--- src/startup_support.sv ---
// Constants, types and the bus clock divider of the start-up sequencer.
// Assumes every input is synchronous to i_ref_clk; slow clocks arrive as
// sampled levels and are resynchronised before their edges are used.

`default_nettype none

package startup_pkg;

  // Counter and sequence widths
  localparam int unsigned STAB_CNT_W     = 12;
  localparam int unsigned SEQ_CNT_W      = 13;
  localparam int unsigned WD_CNT_W       = 8;

  // Sequence durations in internal RC clock cycles
  localparam int unsigned POR_TIMEOUT    = 4096;
  localparam int unsigned PIN_DRIVE_CYC  = 32;
  localparam int unsigned INTERNAL_RESET_TAIL_CYC  = 32;
  localparam int unsigned LONG_HOLD_CYC  = POR_TIMEOUT + PIN_DRIVE_CYC;
  localparam int unsigned STOP_LONG_CYC  = 4096;
  localparam int unsigned STOP_SHORT_CYC = 32;
  localparam int unsigned PIN_FLAG_SHORT = 67;
  localparam int unsigned PIN_FLAG_LONG  = 4163;

  // Service write clears counter bits 12..5, counted from one
  localparam int unsigned SVC_CLR_HI     = 11;
  localparam int unsigned SVC_CLR_LO     = 4;

  // Reset vectors
  localparam logic [15:0] VEC_USER       = 16'hFFFE;
  localparam logic [15:0] VEC_MONITOR    = 16'hFEFE;

  // Bus clock source selections
  localparam logic [1:0]  SEL_OSC_DIV4   = 2'h0;
  localparam logic [1:0]  SEL_OSC_DIV2   = 2'h1;
  localparam logic [1:0]  SEL_PLL_DIV4   = 2'h2;

  // Reset cause register layout, bit 7 down to bit 0
  typedef struct packed {
    logic power_on;
    logic pin;
    logic watchdog;
    logic bad_opcode_flag;
    logic bad_address_flag;
    logic zero2;
    logic low_voltage;
    logic zero0;
  } reset_cause_t;

  localparam reset_cause_t CAUSE_RESET = 8'h80;

  // Clock gating outputs
  typedef struct packed {
    logic cpu_en;
    logic periph_en;
  } clk_gate_t;

endpackage

// Derives the bus clock from the selected sampled source clock.
module bus_clock_divider
  import startup_pkg::*;
(
  input  wire logic       i_ref_clk,
  input  wire logic       i_rst,
  input  wire logic       i_enable,
  input  wire logic [1:0] i_sel,
  input  wire logic       i_osc_clk,
  input  wire logic       i_pll_clk,
  output logic            o_bus_clock
);

  logic [2:0] osc_sync;
  logic [2:0] pll_sync;
  logic       src_rise;
  logic       half_cnt;

  // Two-flop synchronisers plus an edge history stage
  always_ff @(posedge i_ref_clk) begin
    if (i_rst) begin
      osc_sync <= 3'h0;
      pll_sync <= 3'h0;
    end else begin
      osc_sync <= {osc_sync[1:0], i_osc_clk};
      pll_sync <= {pll_sync[1:0], i_pll_clk};
    end
  end

  assign src_rise = (i_sel == SEL_PLL_DIV4) ? (pll_sync[1] & ~pll_sync[2])
                                            : (osc_sync[1] & ~osc_sync[2]);

  always_ff @(posedge i_ref_clk) begin
    if (i_rst || !i_enable) begin
      half_cnt    <= 1'b0;
      o_bus_clock <= 1'b0;
    end else if (src_rise) begin
      if (i_sel == SEL_OSC_DIV2 || half_cnt) begin
        half_cnt    <= 1'b0;
        o_bus_clock <= ~o_bus_clock;
      end else begin
        half_cnt    <= 1'b1;
      end
    end
  end

endmodule

`default_nettype wire

--- src/reset_clock_startup_sequencer.sv ---
// Reset and clock start-up sequencer: merges reset causes, drives the
// reset pin, gates CPU and peripheral clocks, prescales the watchdog.
// Assumes the RC clock, oscillator and PLL clocks arrive as levels sampled
// by i_ref_clk, which must run well above all of them.

`default_nettype none

module reset_clock_startup_sequencer
  import startup_pkg::*;
#(
  parameter int unsigned WD_W         = WD_CNT_W,
  parameter int unsigned LONG_HOLD    = LONG_HOLD_CYC,
  parameter int unsigned POR_TIME     = POR_TIMEOUT,
  parameter int unsigned STOP_LONG    = STOP_LONG_CYC,
  parameter int unsigned PIN_LONG_THR = PIN_FLAG_LONG
) (
  input  wire logic       i_ref_clk,
  input  wire logic       i_rst,
  input  wire logic       i_int_rc_clk,
  input  wire logic       i_osc_clk,
  input  wire logic       i_pll_clk,
  input  wire logic [1:0] i_bus_clk_sel,
  input  wire logic       i_power_on_pulse,
  input  wire logic       i_low_voltage_detector,
  input  wire logic       i_monitor_entry_reset,
  input  wire logic       i_illegal_opcode,
  input  wire logic       i_stop_instr,
  input  wire logic       i_stop_enable,
  input  wire logic       i_opcode_fetch,
  input  wire logic       i_unmapped_addr,
  input  wire logic       i_watchdog_service,
  input  wire logic       i_monitor_mode,
  input  wire logic       i_break_state,
  input  wire logic       i_rst_pin_test_high_voltage,
  input  wire logic       i_irq_pin_test_high_voltage,
  input  wire logic       i_wait_mode,
  input  wire logic       i_stop_wake,
  input  wire logic       i_short_recovery_select,
  input  wire logic       i_reset_pin,
  output logic            o_reset_pin_out,
  output logic            o_reset_pin_oe_n,
  output logic            o_internal_reset,
  output logic            o_module_reset,
  output logic            o_cpu_halt,
  output logic [15:0]     o_reset_vector,
  output logic            o_cpu_clk_en,
  output logic            o_periph_clk_en,
  output logic            o_clock_gen_enable,
  output logic            o_bus_clock,
  output logic            o_watchdog_tick,
  output logic [7:0]      o_reset_cause,
  output logic [11:0]     o_stab_counter
);

  typedef enum logic [2:0] {
    ST_RUN,
    ST_LONG_HOLD,
    ST_PIN_DRIVE,
    ST_INTERNAL_RESET_TAIL,
    ST_STOP,
    ST_STOP_REC
  } seq_state_t;

  seq_state_t             state;
  logic [2:0]             rc_sync;
  logic [1:0]             pin_sync;
  logic                   rc_fall;
  logic                   pin_low;
  logic                   ext_low;
  logic [STAB_CNT_W-1:0]  stab_cnt;
  logic                   stab_wrap;
  logic [SEQ_CNT_W-1:0]   seq_cnt;
  logic [SEQ_CNT_W-1:0]   pin_low_cnt;
  logic [SEQ_CNT_W-1:0]   pin_thr;
  logic                   last_long;
  logic [WD_W-1:0]        wd_cnt;
  logic                   wd_disable;
  logic                   wd_overflow;
  logic                   req_long;
  logic                   req_short;
  logic                   req_any;
  logic                   bad_op;
  logic                   bad_addr;
  logic                   stop_ok;
  logic [SEQ_CNT_W-1:0]   stop_len;
  reset_cause_t           cause;
  clk_gate_t              next_gate;
  logic                   next_internal_reset;
  logic                   next_drive;

  // RC clock resynchroniser; stage 0 feeds only stage 1
  always_ff @(posedge i_ref_clk) begin
    if (i_rst) begin
      rc_sync <= 3'h0;
    end else begin
      rc_sync <= {rc_sync[1:0], i_int_rc_clk};
    end
  end

  always_ff @(posedge i_ref_clk) begin
    if (i_rst) begin
      pin_sync <= 2'h3;
    end else begin
      pin_sync <= {pin_sync[0], i_reset_pin};
    end
  end

  assign rc_fall   = rc_sync[2] & ~rc_sync[1];
  assign pin_low   = ~pin_sync[1];
  // Pin pulled low from outside while running, not our own drive echoing
  assign ext_low   = pin_low && (state == ST_RUN);
  assign stab_wrap = rc_fall && (stab_cnt == {STAB_CNT_W{1'b1}});

  assign bad_op    = i_illegal_opcode | (i_stop_instr & ~i_stop_enable);
  assign stop_ok   = i_stop_instr & i_stop_enable;
  assign bad_addr  = i_opcode_fetch & i_unmapped_addr;

  assign wd_disable = (i_monitor_mode & (i_rst_pin_test_high_voltage
                                         | i_irq_pin_test_high_voltage))
                    | (i_break_state & i_rst_pin_test_high_voltage);
  assign wd_overflow = !wd_disable && stab_wrap && (wd_cnt == {WD_W{1'b1}});

  assign req_long  = i_power_on_pulse | i_low_voltage_detector;
  assign req_short = wd_overflow | bad_op | bad_addr | i_monitor_entry_reset;
  assign req_any   = req_long | req_short;

  assign stop_len  = i_short_recovery_select ?
                     SEQ_CNT_W'(STOP_SHORT_CYC) : SEQ_CNT_W'(STOP_LONG);
  assign pin_thr   = last_long ? SEQ_CNT_W'(PIN_LONG_THR)
                               : SEQ_CNT_W'(PIN_FLAG_SHORT);

  // Stabilisation counter
  always_ff @(posedge i_ref_clk) begin
    if (i_rst) begin
      stab_cnt <= '0;
    end else if (req_any || (stop_ok && state == ST_RUN)) begin
      stab_cnt <= '0;
    end else if (i_watchdog_service) begin
      stab_cnt[SVC_CLR_HI:SVC_CLR_LO] <= '0;
      if (rc_fall) begin
        stab_cnt[SVC_CLR_LO-1:0] <= stab_cnt[SVC_CLR_LO-1:0] + 1'b1;
      end
    end else if (rc_fall) begin
      stab_cnt <= stab_cnt + 1'b1;
    end
  end

  // Watchdog counter
  always_ff @(posedge i_ref_clk) begin
    if (i_rst || o_internal_reset || i_watchdog_service || wd_disable) begin
      wd_cnt <= '0;
    end else if (stab_wrap) begin
      wd_cnt <= wd_cnt + 1'b1;
    end
  end

  // Sequencer state and phase counter
  always_ff @(posedge i_ref_clk) begin
    if (i_rst) begin
      state   <= ST_LONG_HOLD;
      seq_cnt <= '0;
    end else if (req_long) begin
      state   <= ST_LONG_HOLD;
      seq_cnt <= '0;
    end else if (req_short) begin
      state   <= ST_PIN_DRIVE;
      seq_cnt <= '0;
    end else begin
      unique case (state)
        ST_RUN: begin
          seq_cnt <= '0;
          if (stop_ok) begin
            state <= ST_STOP;
          end
        end
        ST_LONG_HOLD: begin
          if (rc_fall) begin
            if (seq_cnt == SEQ_CNT_W'(LONG_HOLD - 1)) begin
              state   <= ST_INTERNAL_RESET_TAIL;
              seq_cnt <= '0;
            end else begin
              seq_cnt <= seq_cnt + 1'b1;
            end
          end
        end
        ST_PIN_DRIVE: begin
          if (rc_fall) begin
            if (seq_cnt == SEQ_CNT_W'(PIN_DRIVE_CYC - 1)) begin
              state   <= ST_INTERNAL_RESET_TAIL;
              seq_cnt <= '0;
            end else begin
              seq_cnt <= seq_cnt + 1'b1;
            end
          end
        end
        ST_INTERNAL_RESET_TAIL: begin
          if (rc_fall) begin
            if (seq_cnt == SEQ_CNT_W'(INTERNAL_RESET_TAIL_CYC - 1)) begin
              state   <= ST_RUN;
              seq_cnt <= '0;
            end else begin
              seq_cnt <= seq_cnt + 1'b1;
            end
          end
        end
        ST_STOP: begin
          seq_cnt <= '0;
          // exit by interrupt, break or reset
          if (i_stop_wake || pin_low) begin
            state <= ST_STOP_REC;
          end
        end
        ST_STOP_REC: begin
          if (rc_fall) begin
            if (seq_cnt == stop_len - 1'b1) begin
              state   <= ST_RUN;
              seq_cnt <= '0;
            end else begin
              seq_cnt <= seq_cnt + 1'b1;
            end
          end
        end
      endcase
    end
  end

  // Pin low duration for the pin cause flag
  always_ff @(posedge i_ref_clk) begin
    if (i_rst || !pin_low) begin
      pin_low_cnt <= '0;
    end else if (rc_fall && pin_low_cnt != {SEQ_CNT_W{1'b1}}) begin
      pin_low_cnt <= pin_low_cnt + 1'b1;
    end
  end

  // Remembers whether the latest reset used the long sequence
  always_ff @(posedge i_ref_clk) begin
    if (i_rst || req_long) begin
      last_long <= 1'b1;
    end else if (req_short) begin
      last_long <= 1'b0;
    end
  end

  // Reset cause flags; a power-on pulse clears all but the power-on flag, which it sets, and wins over any new event
  always_ff @(posedge i_ref_clk) begin
    if (i_rst) begin
      cause <= CAUSE_RESET;
    end else if (i_power_on_pulse) begin
      cause <= CAUSE_RESET;
    end else begin
      if (wd_overflow) begin
        cause.watchdog <= 1'b1;
      end
      if (bad_op) begin
        cause.bad_opcode_flag <= 1'b1;
      end
      if (bad_addr) begin
        cause.bad_address_flag <= 1'b1;
      end
      if (i_low_voltage_detector) begin
        cause.low_voltage <= 1'b1;
      end
      if (pin_low && pin_low_cnt >= pin_thr) begin
        cause.pin <= 1'b1;
      end
    end
  end

  // Next values of the pin, reset and clock gate outputs
  always_comb begin
    next_internal_reset  = 1'b0;
    next_drive = 1'b0;
    next_gate  = '{cpu_en: 1'b1, periph_en: 1'b1};
    unique case (state)
      ST_RUN: begin
        next_gate.cpu_en = ~i_wait_mode;
        next_internal_reset        = ext_low;
      end
      ST_LONG_HOLD: begin
        next_internal_reset  = 1'b1;
        next_drive = 1'b1;
        next_gate.cpu_en    = (seq_cnt >= SEQ_CNT_W'(POR_TIME));
        next_gate.periph_en = (seq_cnt >= SEQ_CNT_W'(POR_TIME));
      end
      ST_PIN_DRIVE: begin
        next_internal_reset  = 1'b1;
        next_drive = 1'b1;
        next_gate  = '{cpu_en: 1'b0, periph_en: 1'b0};
      end
      ST_INTERNAL_RESET_TAIL: begin
        next_internal_reset  = 1'b1;
        next_gate  = '{cpu_en: last_long, periph_en: last_long};
      end
      ST_STOP, ST_STOP_REC: begin
        next_gate = '{cpu_en: 1'b0, periph_en: 1'b0};
      end
    endcase
    if (req_any) begin
      next_internal_reset  = 1'b1;
      next_drive = 1'b1;
      next_gate  = '{cpu_en: 1'b0, periph_en: 1'b0};
    end
  end

  // Registered reset and pin outputs
  always_ff @(posedge i_ref_clk) begin
    if (i_rst) begin
      o_internal_reset <= 1'b1;
      o_module_reset   <= 1'b1;
      o_reset_pin_out  <= 1'b0;
      o_reset_pin_oe_n <= 1'b0;
      o_cpu_halt       <= 1'b1;
    end else begin
      o_internal_reset <= next_internal_reset;
      o_module_reset   <= next_internal_reset;
      o_reset_pin_out  <= 1'b0;
      o_reset_pin_oe_n <= ~next_drive;
      o_cpu_halt       <= next_internal_reset | pin_low;
    end
  end

  // Registered clock gates, vector and status outputs
  always_ff @(posedge i_ref_clk) begin
    if (i_rst) begin
      o_cpu_clk_en    <= 1'b0;
      o_periph_clk_en <= 1'b0;
      o_reset_vector  <= VEC_USER;
      o_watchdog_tick <= 1'b0;
      o_reset_cause   <= CAUSE_RESET;
      o_stab_counter  <= '0;
    end else begin
      // Our own pin drive echoes back and must not stop the clocks
      o_cpu_clk_en    <= next_gate.cpu_en & ~ext_low;
      o_periph_clk_en <= next_gate.periph_en & ~ext_low;
      o_reset_vector  <= i_monitor_mode ? VEC_MONITOR : VEC_USER;
      o_watchdog_tick <= stab_wrap;
      o_reset_cause   <= cause;
      o_stab_counter  <= stab_cnt;
    end
  end

  always_ff @(posedge i_ref_clk) begin
    if (i_rst) begin
      o_clock_gen_enable <= 1'b0;
    end else if (i_power_on_pulse) begin
      o_clock_gen_enable <= 1'b1;
    end
  end

  bus_clock_divider u_bus_div (
    .i_ref_clk   (i_ref_clk),
    .i_rst       (i_rst),
    .i_enable    (o_clock_gen_enable),
    .i_sel       (i_bus_clk_sel),
    .i_osc_clk   (i_osc_clk),
    .i_pll_clk   (i_pll_clk),
    .o_bus_clock (o_bus_clock)
  );

endmodule

`default_nettype wire

--- config.mk ---
export PLATFORM = sky130hd
export DESIGN_NAME = reset_clock_startup_sequencer
export DESIGN_NICKNAME = d
export VERILOG_FILES = /design/src/startup_support.sv /design/src/reset_clock_startup_sequencer.sv
export SDC_FILE = /design/constraint.sdc
export NUM_CORES = 1
export LEC_CHECK = 0
export BUFFER_PORTS_ARGS = -buffer_cell sky130_fd_sc_hd__buf_2
export CORE_UTILIZATION = 50
export DETAILED_ROUTE_END_ITERATION = 8
export HOLD_SLACK_MARGIN = 0.02
export PLACE_DENSITY = 0.74
export SLEW_MARGIN = 20
export SYNTH_ARGS = -nofsm -noshare
export SYNTH_HDL_FRONTEND = slang
export SYNTH_SLANG_ARGS = --single-unit
--- constraint.sdc ---
create_clock -name i_ref_clk -period 2.4 [get_ports i_ref_clk]
set_clock_uncertainty 0.15 [all_clocks]
set_input_delay 0 -clock i_ref_clk [delete_from_list [all_inputs] [get_ports i_ref_clk]]
set_output_delay 0 -clock i_ref_clk [all_outputs]
set_load 0.005 [all_outputs]
---- Word-level counts from Yosys, hierarchy flattened ----
Cells that the tools add are included.
word-level totals
  logic and storage cells ................. 166
  bits in registers ....................... 108
cells by class
  order comparisons ....................... 2
  reduce and logical (&&, ||, !) cells .... 33
  equal/unequal tests ..................... 34
  $add $sub $neg .......................... 6
  bitwise operators ....................... 28
  multiplexer cells ....................... 34
operator list
  kind                                                                   number
  13-bit two-way mux                                                     8
  13-bit case mux with 4 select lines                                    1
  3-bit two-way mux                                                      10
  3-bit != test (second input constant)                                  10
  13-bit by 1-bit adder with 13-bit output (second input constant)       2
  2-bit != test (second input constant)                                  10
  10-bit AND reduction                                                   2
  3-bit case mux with 6 select lines                                     1
  13-bit == test                                                         1
  13-bit == test (second input constant)                                 1
  13-bit by 5-bit == test with 1-bit output (second input constant)      1
  13-bit greater-or-equal comparator                                     1
  13-bit greater-or-equal comparator (second input constant)             1
  13-bit != test (second input constant)                                 1
  13-bit by 1-bit subtractor with 13-bit output (second input constant)  1
  12-bit by 1-bit adder with 12-bit output (second input constant)       1
  12-bit == test (second input constant)                                 1
  4-bit two-way mux                                                      3
  2-bit OR reduction                                                     6
  3-bit OR reduction                                                     4
  1-bit AND                                                              10
  1-bit logical OR                                                       9
  9-bit two-way mux                                                      1
  1-bit NOT                                                              9
  other kinds (20)                                                       42

---- Depth between registers and ports, before layout ----
  depth in word-level cells ............... 12
  depth in mapped cells ................... 9
  depth with buffers taken out ............ 7

---- Cells and area by module ----
Synthesis repeated with hierarchy kept, for this count alone.
unflattened totals
  cell total of the unflattened synthesis .. 458
  area total of the unflattened synthesis .. 4,042.6 sq um
by module, submodules not included
  module                         seq. area each (sq um)  cells each  area an instance (sq um)  times used
  reset_clock_startup_sequencer  1,701.6                 430         3,747.3                   1
  bus_clock_divider              160.2                   28          295.3                     1

---- Worst setup path before layout ----
Ideal clock, no wire load.
  path type ............................... register to register
  start point ............................. reg seq_cnt[8]
  end point ............................... reg (tool-made name)
  cell stages (with the launch flop) ...... 7
  required time ........................... 2,159 ps
  arrival ................................. 2,180 ps
  clock period less this slack ............ 2,421 ps
  slack ................................... -21 ps
  buffers on the path ..................... 0
  path through ............................ dfxtp_1 -> or4_4 -> or4_4 -> a22o_1 -> nor4b_4 -> a21oi_1 -> a311oi_1
RTL lines
  item                    RTL line                              source
  from (decl)             reset_clock_startup_sequencer.sv:72   logic [SEQ_CNT_W-1:0] seq_cnt;
  from (signal assigned)  reset_clock_startup_sequencer.sv:182  seq_cnt <= seq_cnt + 1'b1;
  from (signal assigned)  reset_clock_startup_sequencer.sv:192  seq_cnt <= seq_cnt + 1'b1;
  from (signal assigned)  reset_clock_startup_sequencer.sv:202  seq_cnt <= seq_cnt + 1'b1;

---- Final worst setup path ----
  start point ............................. reg seq_cnt[8]
  end point ............................... reg state[0]
between the ends
  cells in the longest elaborated chain, start to end .. 3
ends and longest elaborated chain
  item                                    RTL line                              source
  13-bit == test (tied with other cells)  reset_clock_startup_sequencer.sv:215  if (seq_cnt == stop_len - 1'b1) begin
  3-bit != test (no line)                 n/a
  10-bit AND reduction (no line) (*)      n/a
  to (signal assigned)                    reset_clock_startup_sequencer.sv:199  state <= ST_RUN;
  to (signal assigned)                    reset_clock_startup_sequencer.sv:210  state <= ST_STOP_REC;
  to (signal assigned)                    reset_clock_startup_sequencer.sv:216  state <= ST_RUN;
  to (decl)                               reset_clock_startup_sequencer.sv:64   seq_state_t state;
Mark *: on every way between the ends. The rest lies on a longest branch, timed or not.
A chain may end at the register's enable or synchronous reset.

==> out/results.txt <==
CP Buf/Inv Count - 0
Die Wd - 90.7 um
WL met1 - 3440 um
H-tree depth - 3
Crit path cell chain - or4_4 > or4_4 > a22o_1 > nor4b_4 > mux2i_1 > nand3_1
Cell mode on critical path - or4_4
Worst hold-check path type - input port to flop
Synth Flop Type - dfxtp_1
Power per cell area - 589 nW/um2
Final instance area - 4630 um2
Core Box Area - 7410 um2
Area Growth Syn to Fin - 17.9%
Post-synth top area share - 47.4%
Synth cell count leaders - dfxtp_1, nor2_1, nor2b_1
Worst Min Path Start - i_stop_instr
Setup TNS - -0.269 ns
Routability cong. - 0.867
Mapped Cells - 437
Cell Area, Synth - 3930 um2
Fraction of registers with async set/reset - 0%
Max-slew violation count - 0
Static Leakage - 1.85 nW
Largest family of logic cells by synthesized area - simple AND/OR/NAND/NOR gates
Worst setup SP type - flop
Failing checks - setup timing
IO Port Bufs - 50
Max incr delay on CP - 0.53 ns
Total vias in the final route - 3,171
R2R Path Start - seq_cnt[8]$_SDFFE_PP0P_
Num Clock Sinks - 93
Mean Syn Cell Area - 9.00 um2
Share of cells above drive strength 1 - 17.1%
Crit Path Category - flop to flop
Count leader, synth - dfxtp_1
Io pins - 70
Clock latency on the worst-skew pair - 0.36 ns
Routed wire length - 7500 um
Detail Route Antenna Nets - 0
Setup violations, final - 2
Slew at the pin closest to its max-slew limit - 0.599 ns
Largest net degree at the start of global routing - 28
Status - finished with violations
CTS tree - yes
Post-route insts no fill - 614
Root buf cell - clkbuf_8
Wire length per cell - 12.2 um
Worst-case reg-to-reg path depth - 6
DIE AREA - 8220 um2
Synth Area in Compound Gates - 8.15%
Cell family with most CP delay - simple AND/OR/NAND/NOR gates
Met2 WL post-DR - 3570 um
Reg2reg end - state[0]$_SDFFE_PP1P_
Distinct cells, synth - 46
Diode count - 0
Initial antenna violation count - 0
Crit path max-delay cell type - or4_4
MaxCap Viol Count - 0
R2R Setup Slk - -0.14 ns
GRT Util Overall - 19.2%
Pwr Total - 2.73 mW
Final hold slack - 0.0325 ns
Die Span Y - 90.7 um
Synth Area in Simple Gates - 26.5%
Adder-cell share of the synthesized area - 1.59%
DR WL met3 - 300 um
Hold depth - 3
Fmax achieved - 394 MHz
Fin. Hold Viols - 0
DR pass1 iterations - 4
Grt ovf - 0
Setup WS post-layout - -0.139 ns
CTS Buffer Depth - 2
Seq/Total Area, Yosys - 47.4%
Worst endpoint required time - 2.50 ns
Layout Nets - 540
Wire length of the first global-routing pass - 12,800 um
CP max FO - 3
Final HPWL DP - 5210 um
RSZ-0062 raised after global routing - yes
Mux share of post-synthesis cell area - 1.53%
Row count - 31
Worst VDD drop - 0.319 mV
Reg clk slew, reported paths - 0.09 ns
Vias in the first global route - 2,937
Crit path capture type - flop
Max_slew headroom - 59.0%
DP Area - 4250 um2
DRC - 0
Dominant cells by area after synthesis - dfxtp_1, nor2_1, xor2_1
Post-Synth XOR/XNOR Area - 8.47%
Cts bufs inserted - 9
Initial Util - 53.1%
Period utilization - 106%
Synth area leader - dfxtp_1
Vias per cell - 5.16
Yosys warns - 0
Synth Register Bits - 93
Max Used Layer - met4
Hold endpoint - stab_cnt[1]$_SDFFE_PP0N_
Minimum clock period - 2.54 ns
Placed cells - 579
Iter 0 DRT Violations - 124
Worst Path Arrival - 2.64 ns
EDFF count, synth - 0
==> routing by layer <==
metal	GRT usage, %	up-vias
li1	-	1602
met2	32.1	84
met1	23.0	1463
met4	10.1	0
met3	4.04	22
met5	0	-
==> logic make-up (layout without fill, tap and decap cells) <==
| logic type | count (synthesis) | count (layout) |
|---|---|---|
| compound gates | 49 | 49 |
| xor+xnor | 38 | 38 |
| fa+ha+maj | 5 | 5 |
| buf+inv | 45 | 106 |
| flops | 93 | 93 |
| mux | 6 | 6 |
| other cells | 2 | 19 |
| simple gates | 199 | 199 |
==> through the flow <==
step	util, %	worst slack [ns]
3_3_place_gp	57.3	-0.0474
3_5_place_dp	57.3	-0.194
2_1_floorplan	-	-0.0139
6_report	62.6	-0.139
5_1_grt	62.6	-0.205
4_1_cts	62.5	-0.183
==> worst min-delay path, cell delays in order <==
cell and delay (ns):
buf_2 0.09, a31o_2 0.33, a21oi_1 0.06
==> worst max-delay path by stage <==
stage | slack [ns] | to | cells past startpoint | from
3_5_place_dp | -0.19 | flop | 6 | seq_cnt[8]$_SDFFE_PP0P_
4_1_cts | -0.18 | state[0]$_SDFFE_PP1P_ | 6 | seq_cnt[8]$_SDFFE_PP0P_
3_3_place_gp | -0.05 | flop | 6 | seq_cnt[8]$_SDFFE_PP0P_
5_1_grt | -0.21 | state[0]$_SDFFE_PP1P_ | 6 | seq_cnt[8]$_SDFFE_PP0P_
2_1_floorplan | -0.01 | flop | 6 | seq_cnt[8]$_SDFFE_PP0P_
6_report | -0.14 | state[0]$_SDFFE_PP1P_ | 6 | seq_cnt[8]$_SDFFE_PP0P_
==> layout by cell type (no fill, tap or decap), types with 2 or more instances in the layout <==
cell type and n:
and3_1 10, nand4_1 16, nor3_1 20, buf_4 13, a31oi_1 2, o21a_1 4, nor4_1 2, a21oi_1 12
clkinv_2 2, buf_2 50, clkbuf_8 9, or4_4 2, or2_2 3, clkinv_4 2, o211ai_1 2, a21o_1 2
mux2i_1 6, conb_1 19, o22ai_1 2, xnor2_1 15, and2_1 4, dlygate4sd3_1 18, nand2_1 27, nand3_1 11
inv_1 10, xor2_1 23, dfxtp_1 92, nor2b_1 30, o21ai_0 10, ha_1 5, or3_1 6, and4_1 5
nor2_1 57, nand2b_1 3
==> state kept, by name, indices dropped and copies added (netlist names), 2 cells and up, named ones only <==
register	count
pin_low_cnt	13
seq_cnt	13
o_stab_counter	12
stab_cnt	12
wd_cnt	8
cause	5
o_reset_cause	5
rc_sync	3
u_bus_div.osc_sync	3
u_bus_div.pll_sync	3
pin_sync	2
state	2
==> where the power goes <==
part	total (mW)	switching [mW]	internal, mW
Sequential	1.57	0.00984	1.56
Clock	1.01	0.534	0.475
Combinational	0.152	0.0792	0.0726
==> layout make-up <==
| cell class | count | area (um2) |
|---|---|---|
| fill | 642 | 2770 |
| timing repair buffer | 81 | 528 |
| clock buffer | 9 | 124 |
| tap | 99 | 124 |
| inverter | 10 | 37.5 |
| sequential | 93 | 1860 |
| multi-input combinational | 316 | 1890 |
| clock inverter | 6 | 65.1 |
==> timing repair <==
action,4_1_cts,5_1_grt
hold buffers,18,0
pin swaps,3,1
resized for setup,1,2
endpoints found under the setup margin,2,12
endpoints found under the hold margin,45,0
setup buffers,2,0
Note: power is estimated with default switching activity, not from simulation.
